[src/design/ldc_pkg.sv]
// Purpose: Shared constants and types of the LED driver diagnostic chain
// Assumes: 100 MHz system clock, 8 sink channels
// Notes:   Mode pulse counts select the error-detection functions
package ldc_pkg;

  localparam int NUM_CH   = 8;
  localparam int CLK_NS   = 10;

  // Turn-on stagger between neighbouring channels
  localparam int STAGGER_NS  = 20;
  localparam int STAGGER_CYC = (STAGGER_NS + CLK_NS - 1) / CLK_NS;

  // Positions of the synchronised link pins
  localparam int PIN_SCLK = 0;
  localparam int PIN_SIN  = 1;
  localparam int PIN_LOAD = 2;
  localparam int PIN_OE   = 3;
  localparam int PIN_NUM  = 4;

  // Positions of the synchronised analog comparator results
  localparam int ANA_TEMP  = 0;
  localparam int ANA_OPEN  = 1;
  localparam int ANA_SHORT = ANA_OPEN + NUM_CH;
  localparam int ANA_NUM   = ANA_SHORT + NUM_CH;

  // Clock pulses counted while the error-detection phase runs
  localparam logic [2:0] PULSE_TEMP  = 3'h0;
  localparam logic [2:0] PULSE_OPEN  = 3'h1;
  localparam logic [2:0] PULSE_SHORT = 3'h2;
  localparam logic [2:0] PULSE_LOWI  = 3'h3;
  localparam logic [2:0] PULSE_SHDN  = 3'h4;

  // Temperature flag position in its report word
  localparam int TEMP_BIT = 0;

  // Reset values and the all-ones low-current load pattern
  localparam logic [7:0] SHIFT_RST  = 8'h00;
  localparam logic [7:0] DATA_RST   = 8'h00;
  localparam logic [7:0] REPORT_RST = 8'hFF;
  localparam logic [7:0] ALL_ONES   = 8'hFF;

  typedef enum logic [1:0] {
    REP_TEMP  = 2'b00,
    REP_OPEN  = 2'b01,
    REP_SHORT = 2'b10
  } ldc_rep_t;

  typedef enum logic {
    MODE_NORMAL = 1'b0,
    MODE_ERROR  = 1'b1
  } ldc_mode_t;

endpackage

[src/design/ldc_edge_if.sv]
// Purpose: Carries synchronised levels and their edges between modules
// Assumes: Producer is ldc_sync
// Notes:   Edge strobes are one system clock wide
`timescale 1ns/1ns
`default_nettype none
interface ldc_edge_if #(parameter int W = 1);
  logic [W-1:0] lvl;
  logic [W-1:0] rise;
  logic [W-1:0] fall;
  modport src (output lvl, output rise, output fall);
  modport dst (input lvl, input rise, input fall);
endinterface
`default_nettype wire

[src/design/ldc_diag_chain.sv]
// Purpose: Serial control and diagnostics of an 8-channel LED sink driver
// Assumes: Link pins are asynchronous and sampled at 100 MHz
// Notes:   The serial clock is oversampled; its edges drive the shift, readout and pulse-count logic
`timescale 1ns/1ns
`default_nettype none
module ldc_diag_chain
  import ldc_pkg::*;
(
  // System
  input  wire logic              clk,
  input  wire logic              sys_rst,
  // Serial link pins
  input  wire logic              serialClk,
  input  wire logic              serial_in,
  input  wire logic              load_strobe,
  input  wire logic              output_enable_n,
  output logic                   serial_out,
  // Analog comparator results, one means normal
  input  wire logic              tempOk,
  input  wire logic [NUM_CH-1:0] openOk,
  input  wire logic [NUM_CH-1:0] shortOk,
  // Driver controls
  output logic [NUM_CH-1:0]      led_sink_outputs,
  output logic                   reduced_test_current,
  output logic                   open_fault_flag,
  output logic                   shutdownActive
);

  // Report word from the captured status, fixed bit-to-channel mapping
  function automatic logic [7:0] reportWord(
    input ldc_rep_t   sel,
    input logic       tFlag,
    input logic [7:0] oRep,
    input logic [7:0] sRep
  );
    logic [7:0] w;
    w = REPORT_RST;
    unique case (sel)
      REP_TEMP:  w[TEMP_BIT] = tFlag;
      REP_OPEN:  w = oRep;
      REP_SHORT: w = sRep;
      default:   w = REPORT_RST;
    endcase
    return w;
  endfunction

  // Report chosen by the pulses counted in error mode
  function automatic ldc_rep_t pulseToRep(input logic [2:0] p);
    ldc_rep_t r;
    r = REP_TEMP;
    if (p == PULSE_OPEN) begin
      r = REP_OPEN;
    end else if (p == PULSE_SHORT) begin
      r = REP_SHORT;
    end
    return r;
  endfunction

  // Synchronisers
  ldc_edge_if #(.W(PIN_NUM)) pins ();
  ldc_edge_if #(.W(ANA_NUM)) ana ();

  ldc_sync #(.W(PIN_NUM)) u_pinSync (
    .clk     (clk),
    .sys_rst (sys_rst),
    .asyncIn ({output_enable_n, load_strobe, serial_in, serialClk}),
    .edges   (pins)
  );

  ldc_sync #(.W(ANA_NUM)) u_anaSync (
    .clk     (clk),
    .sys_rst (sys_rst),
    .asyncIn ({shortOk, openOk, tempOk}),
    .edges   (ana)
  );

  wire             sclkRise = pins.rise[PIN_SCLK];
  wire             sclkFall = pins.fall[PIN_SCLK];
  wire             sinLvl   = pins.lvl[PIN_SIN];
  wire             loadRise = pins.rise[PIN_LOAD];
  wire             loadFall = pins.fall[PIN_LOAD];
  wire             oeLvl    = pins.lvl[PIN_OE];
  wire             oeRise   = pins.rise[PIN_OE];
  wire             oeFall   = pins.fall[PIN_OE];
  wire             tempLvl  = ana.lvl[ANA_TEMP];
  wire [NUM_CH-1:0] openLvl  = ana.lvl[ANA_OPEN +: NUM_CH];
  wire [NUM_CH-1:0] shortLvl = ana.lvl[ANA_SHORT +: NUM_CH];

  // State
  ldc_mode_t   mode_r;
  ldc_rep_t    repSel_r;
  logic [2:0]  pulse_r;
  logic [7:0]  shift_r;
  logic [7:0]  data_r;
  logic        outBit_r;
  logic        serOut_r;
  logic        tempFlag_r;
  logic [7:0]  openRep_r;
  logic [7:0]  shortRep_r;
  logic        lowArm_r;
  logic        lowPend_r;
  logic        reduced_r;
  logic        shutdown_r;
  logic        openFault_r;

  // Decoding
  wire inError  = (mode_r == MODE_ERROR);
  wire errStart = loadRise && oeLvl;
  wire errPulse = inError && sclkRise;
  wire fourth   = errPulse && (pulse_r == PULSE_LOWI);
  wire errExit  = inError && loadFall;
  wire ldcPick  = errExit && (pulse_r == PULSE_LOWI);
  wire shiftEn  = !inError && sclkRise && !loadFall;

  wire ldc_rep_t repNow  = inError ? pulseToRep(pulse_r) : repSel_r;
  wire [7:0]     repLoad = reportWord(repNow, tempFlag_r, openRep_r, shortRep_r);

  // Global flag of the selected test, gated with the upstream flag
  wire globFlag = (pulse_r == PULSE_TEMP)  ? tempFlag_r :
                  (pulse_r == PULSE_OPEN)  ? (&openRep_r) :
                  (pulse_r == PULSE_SHORT) ? (&shortRep_r) : 1'b1;
  wire errOut   = sinLvl & globFlag;

  // Next values
  ldc_mode_t  mode_nxt;
  logic [2:0] pulse_nxt;
  logic [7:0] shift_nxt;
  logic [7:0] data_nxt;
  logic       serOut_nxt;

  assign mode_nxt  = errStart ? MODE_ERROR : (errExit ? MODE_NORMAL : mode_r);
  assign pulse_nxt = errStart ? PULSE_TEMP :
                     (errPulse && pulse_r != PULSE_SHDN) ? pulse_r + 3'h1 : pulse_r;

  // Load fall wins over a coincident clock edge
  assign shift_nxt = loadFall ? repLoad :
                     shiftEn ? {sinLvl, shift_r[7:1]} :
                     shift_r;

  assign data_nxt  = !loadRise ? data_r :
                     lowArm_r ? ALL_ONES :
                     shift_r;

  assign serOut_nxt = inError ? errOut :
                      sclkFall ? outBit_r :
                      serOut_r;

  always_ff @(posedge clk) begin
    if (sys_rst) begin
      mode_r  <= MODE_NORMAL;
      pulse_r <= PULSE_TEMP;
    end else begin
      mode_r  <= mode_nxt;
      pulse_r <= pulse_nxt;
    end
  end

  always_ff @(posedge clk) begin
    if (sys_rst) begin
      shift_r  <= SHIFT_RST;
      outBit_r <= 1'b0;
      serOut_r <= 1'b0;
    end else begin
      shift_r  <= shift_nxt;
      serOut_r <= serOut_nxt;
      if (shiftEn) begin
        outBit_r <= shift_r[0];
      end
    end
  end

  always_ff @(posedge clk) begin
    if (sys_rst) begin
      data_r <= DATA_RST;
    end else begin
      data_r <= data_nxt;
    end
  end

  // Selected report stays until another error-mode exit reselects
  always_ff @(posedge clk) begin
    if (sys_rst) begin
      repSel_r <= REP_TEMP;
    end else if (errExit && pulse_r <= PULSE_SHORT) begin
      repSel_r <= pulseToRep(pulse_r);
    end
  end

  // Status acquired as output enable rises outside shutdown; unlit outputs read normal
  always_ff @(posedge clk) begin
    if (sys_rst) begin
      tempFlag_r <= 1'b1;
      openRep_r  <= REPORT_RST;
      shortRep_r <= REPORT_RST;
    end else if (oeRise && !shutdown_r) begin
      tempFlag_r <= tempLvl;
      openRep_r  <= openLvl | ~data_r;
      shortRep_r <= shortLvl | ~data_r;
    end
  end

  // Low-current diagnosis: arm, load ones, reduce while enabled
  always_ff @(posedge clk) begin
    if (sys_rst) begin
      lowArm_r  <= 1'b0;
      lowPend_r <= 1'b0;
      reduced_r <= 1'b0;
    end else begin
      if (ldcPick) begin
        lowArm_r  <= 1'b1;
        lowPend_r <= 1'b1;
      end else if (loadRise && lowArm_r) begin
        lowArm_r  <= 1'b0;
      end
      if (lowPend_r && oeFall) begin
        reduced_r <= 1'b1;
      end else if (reduced_r && oeRise) begin
        reduced_r <= 1'b0;
        lowPend_r <= 1'b0;
      end
    end
  end

  // Shutdown holds through ordinary transfers until a wakeup
  always_ff @(posedge clk) begin
    if (sys_rst) begin
      shutdown_r <= 1'b0;
    end else if (fourth) begin
      shutdown_r <= ~sinLvl;
    end
  end

  always_ff @(posedge clk) begin
    if (sys_rst) begin
      openFault_r <= 1'b0;
    end else begin
      openFault_r <= ~&openRep_r;
    end
  end

  // Sinks stay dark in shutdown
  ldc_stagger #(.NCH(NUM_CH), .STEP(STAGGER_CYC)) u_stagger (
    .clk     (clk),
    .sys_rst (sys_rst),
    .enable  (!oeLvl && !shutdown_r),
    .pattern (data_r),
    .sinkOn  (led_sink_outputs)
  );

  assign serial_out           = serOut_r;
  assign reduced_test_current = reduced_r;
  assign open_fault_flag      = openFault_r;
  assign shutdownActive       = shutdown_r;

endmodule
`default_nettype wire

[src/design/ldc_sync.sv]
// Purpose: Two-flop synchroniser with edge detection
// Assumes: Inputs are asynchronous to clk
// Notes:   Edges are taken from the second stage only
`timescale 1ns/1ns
`default_nettype none
module ldc_sync #(
  parameter int W = 1
) (
  // System
  input  wire logic         clk,
  input  wire logic         sys_rst,
  // Asynchronous levels
  input  wire logic [W-1:0] asyncIn,
  // Synchronised result
  ldc_edge_if.src           edges
);

  logic [W-1:0] meta_r;
  logic [W-1:0] stab_r;
  logic [W-1:0] prev_r;
  logic [2:0]   warm_r;
  logic [W-1:0] live;

  always_ff @(posedge clk) begin
    if (sys_rst) begin
      meta_r <= '0;
      stab_r <= '0;
      prev_r <= '0;
      warm_r <= '0;
    end else begin
      meta_r <= asyncIn;
      stab_r <= meta_r;
      prev_r <= stab_r;
      warm_r <= {warm_r[1:0], 1'b1};
    end
  end

  // Edges masked until every stage holds a pin sample,
  // so an idle-high pin shows no false edge after reset
  assign live       = {W{warm_r[2]}};
  assign edges.lvl  = stab_r;
  assign edges.rise = stab_r & ~prev_r & live;
  assign edges.fall = ~stab_r & prev_r & live;

endmodule
`default_nettype wire

[src/design/ldc_stagger.sv]
// Purpose: Staggered turn-on of the sink channels
// Assumes: enable is synchronous to clk
// Notes:   Turn-off is immediate on all channels to keep blanking crisp
`timescale 1ns/1ns
`default_nettype none
module ldc_stagger #(
  parameter int NCH  = 8,
  parameter int STEP = 2
) (
  // System
  input  wire logic           clk,
  input  wire logic           sys_rst,
  // Control
  input  wire logic           enable,
  input  wire logic [NCH-1:0] pattern,
  // Sinks
  output logic      [NCH-1:0] sinkOn
);

  localparam int MAXC = (NCH - 1) * STEP;
  localparam int CW   = $clog2(MAXC + 1);

  logic [CW-1:0]  cnt_r;
  logic [NCH-1:0] reached;
  logic [NCH-1:0] sinkOn_r;

  // Step i releases channel i, channel 0 at once
  for (genvar i = 0; i < NCH; i++) begin : g_rel
    assign reached[i] = int'(cnt_r) >= i * STEP;
  end

  always_ff @(posedge clk) begin
    if (sys_rst || !enable) begin
      cnt_r <= '0;
    end else if (cnt_r != CW'(MAXC)) begin
      cnt_r <= cnt_r + 1'b1;
    end
  end

  always_ff @(posedge clk) begin
    if (sys_rst) begin
      sinkOn_r <= '0;
    end else begin
      sinkOn_r <= pattern & reached & {NCH{enable}};
    end
  end

  assign sinkOn = sinkOn_r;

endmodule
`default_nettype wire

[config.mk]
export PLATFORM = sky130hd
export DESIGN_NAME = ldc_diag_chain
export DESIGN_NICKNAME = d
export VERILOG_FILES = /design/src/design/ldc_pkg.sv /design/src/design/ldc_edge_if.sv /design/src/design/ldc_diag_chain.sv /design/src/design/ldc_sync.sv /design/src/design/ldc_stagger.sv
export SDC_FILE = /design/constraint.sdc
export NUM_CORES = 1
export LEC_CHECK = 0
export BUFFER_PORTS_ARGS = -buffer_cell sky130_fd_sc_hd__clkbuf_2
export CAP_MARGIN = 20
export CORE_MARGIN = 2
export CORE_UTILIZATION = 55
export DETAILED_ROUTE_END_ITERATION = 8
export PLACE_DENSITY = 0.78
export SYNTH_ARGS = -nofsm -noshare
export SYNTH_HDL_FRONTEND = slang
export SYNTH_HIERARCHICAL = 1
export SYNTH_SLANG_ARGS = --single-unit
[constraint.sdc]
create_clock -name clk -period 2.6 [get_ports clk]
set_input_delay 0 -clock clk [delete_from_list [all_inputs] [get_ports clk]]
set_output_delay 0 -clock clk [all_outputs]
set_load 0.01 [all_outputs]
==> summary.txt <==
Worst setup path
  • Arr. time, crit path: 2.40 ns
  • CP max stage delay: 0.42 ns
  • Crit-path slowest cell: dfxtp_1
  • CP endpoint kind: flip-flop
  • Cell family with most CP delay: adder cells
  • CP Max Fanout: 8
  • Worst path buffer plus inverter count: 2
  • Worst Path Required: 2.85 ns
  • WS Path Type: reg -> reg
  • Startpoint Class: flip-flop
  • Critical Path, Cell by Cell: inv_1 > ha_1 > nor3b_2 > mux2i_1 > inv_1 > ha_1 > a22oi_1 > a21o_1 > a21oi_2

STA
  • Slew @ Worst Pin: 0.638 ns
  • Setup TNS Final: 0 ns
  • Final hold vios: 0
  • F_max: 0.464 GHz
  • Minimum clock period: 2.16 ns
  • Final WS setup: 0.443 ns
  • Final worst path period share: 83.0%
  • RSZ-0062 raised after global routing: no
  • Clock Skews: 0.0123 ns
  • Relative slew slack: 57.5%
  • Slew Viols, Final: 0
  • Final-report setup violation count: 0

Clocking
  • Max Root-Sink Buffers: 2
  • CTS root buffer: clkbuf_8
  • CTS tree: yes
  • Clk Latency, worst-skew pair: 0.37 ns
  • Max H-tree Level: 3
  • Clock sinks: 106
  • Post-CTS Setup Inserts: 0
  • Clock slew at reported path FFs: 0.10 ns
  • CTS Buf Count: 9

Hold path
  • Hold Crit Class: in -> reg

Global route
  • Number of global-route vias before repair: 2690
  • First-pass GRT wire length: 12600 µm
  • GRT Util Overall: 19.4%
  • GRT Residual Overflow: 0
  • Antenna violations before repair: 0
  • Largest net degree at the start of global routing: 69

Yosys
  • Mapped Cells: 404
  • Ys Warns: 6
  • Mapped Avg Cell Area: 10.1 µm²
  • Syn nets: 439
  • Mapped Area: 4070 µm²

Place
  • Gpl congestion: 0.908
  • Post-Place Cell Area: 4260 µm²
  • Post-place setup slack: 0.506 ns
  • Port Buf Inserts: 34
  • Hpwl dp: 4920 µm

Final layout
  • Synth-to-layout area growth: 14.0%
  • Commonest cells after routing, fill and taps aside: dfxtp_1, nor2b_1, clkbuf_2
  • Final instance area: 4640 µm²
  • Share of layout cells above drive strength 1: 17.0%
  • Most common cell after layout, fill and taps aside: dfxtp_1
  • Fin nets: 485
  • ANT cells: 0

Detailed routing
  • 1st-pass router iterations: 4
  • Wirelength per Cell: 13.6 µm
  • Routed length on met1: 3440 µm
  • Met2 wire len: 3550 µm
  • Antenna-violating nets left: 0
  • Wirelength, routed: 7540 µm
  • Iteration-0 DRC Markers: 279
  • # DRC: 0
  • WL met3: 380 µm
  • Vias per cell: 5.23
  • DR top layer: met4
  • Total number of vias: 2893

Power
  • Power Dens Cells: 586 nW/µm²
  • Peak VDD IR: 373 µV
  • Leak: 1.83 nW

Floorplan
  • Die width: 90.0 µm
  • DIE HEIGHT: 90.0 µm
  • IO Pins: 35
  • Total die area: 8110 µm²
  • Core area: 7210 µm²
  • Rows: 31
  • Starting density of the core: 56.4%

Run
  • Max-cap violations: 0

Status
  • Status: complete, no violations
-- worst reg2reg max path, cell delays in order (launching register included) --
cell and delay, ns:
dfxtp_1 0.42, inv_1 0.09, ha_1 0.21, nor3b_2 0.17
mux2i_1 0.28, inv_1 0.13, ha_1 0.30, a22oi_1 0.24
a21o_1 0.16, a21oi_2 0.05
-- layout make-up --
cell class	instances	area (µm²)
clock buffers	9	124
clock inverters	6	50.0
fillers	601	2570
inverters	13	48.8
multi-input cells	261	1750
flip-flops and latches	106	2120
well taps	99	124
repair buffers	59	423
-- per-layer routing --
layer / GRT usage, % / vias up
met1: 24.9 / 1334
met3: 3.60 / 15
met2: 31.4 / 81
met4: 9.87 / 0
li1: - / 1463
met5: 0 / -
-- worst paths after layout --
check / end / slack [ns] / start / cells after the start
min reg2reg: tempFlag_r$_SDFFE_PP1P_ / 0.43 / u_anaSync/edges.lvl[0]$_SDFF_PP0_ / 1
max: shift_r[1]$_SDFFE_PP0P_ / 0.44 / pulse_r[0]$_SDFFE_PP0P_ / 9
min: u_pinSync/meta_r[0]$_SDFF_PP0_ / 0.05 / sys_rst / 2
max reg2reg: shift_r[1]$_SDFFE_PP0P_ / 0.44 / pulse_r[0]$_SDFFE_PP0P_ / 9
-- state kept, by name, indices dropped and copies added, names as in the netlist, 4 cells and up --
register	flops
data_r	8
openRep_r	8
shift_r	8
shortRep_r	8
u_anaSync/edges.lvl	17
u_anaSync/meta_r	17
u_pinSync/edges.lvl	4
u_pinSync/meta_r	4
u_stagger/cnt_r	4
u_stagger/sinkOn	8
-- power breakdown --
group          internal, mW  switching, mW
Clock                 0.357          0.555
Combinational        0.0740         0.0539
Sequential             1.66         0.0201
-- metrics by stage --
| stage | instances | power [mW] | hold slack, ns | util [%] |
|---|---|---|---|---|
| global placement | 517 | 1.82 | 0.208 | 59.0 |
| global route | 553 | 2.83 | 0.0696 | 64.3 |
| CTS | 553 | 2.73 | 0.0479 | 64.3 |
| floorplan | 404 | 1.79 | 0.0716 | - |
| finish | 553 | 2.72 | 0.0505 | 64.3 |
| detailed placement | 517 | 1.82 | 0.211 | 59.0 |
-- what timing repair did --
item	CTS	global route
endpoints found under the hold margin	21	0
gates resized for setup	0	0
hold buffers	21	0
No activity file was read; power rests on OpenSTA's default activity.
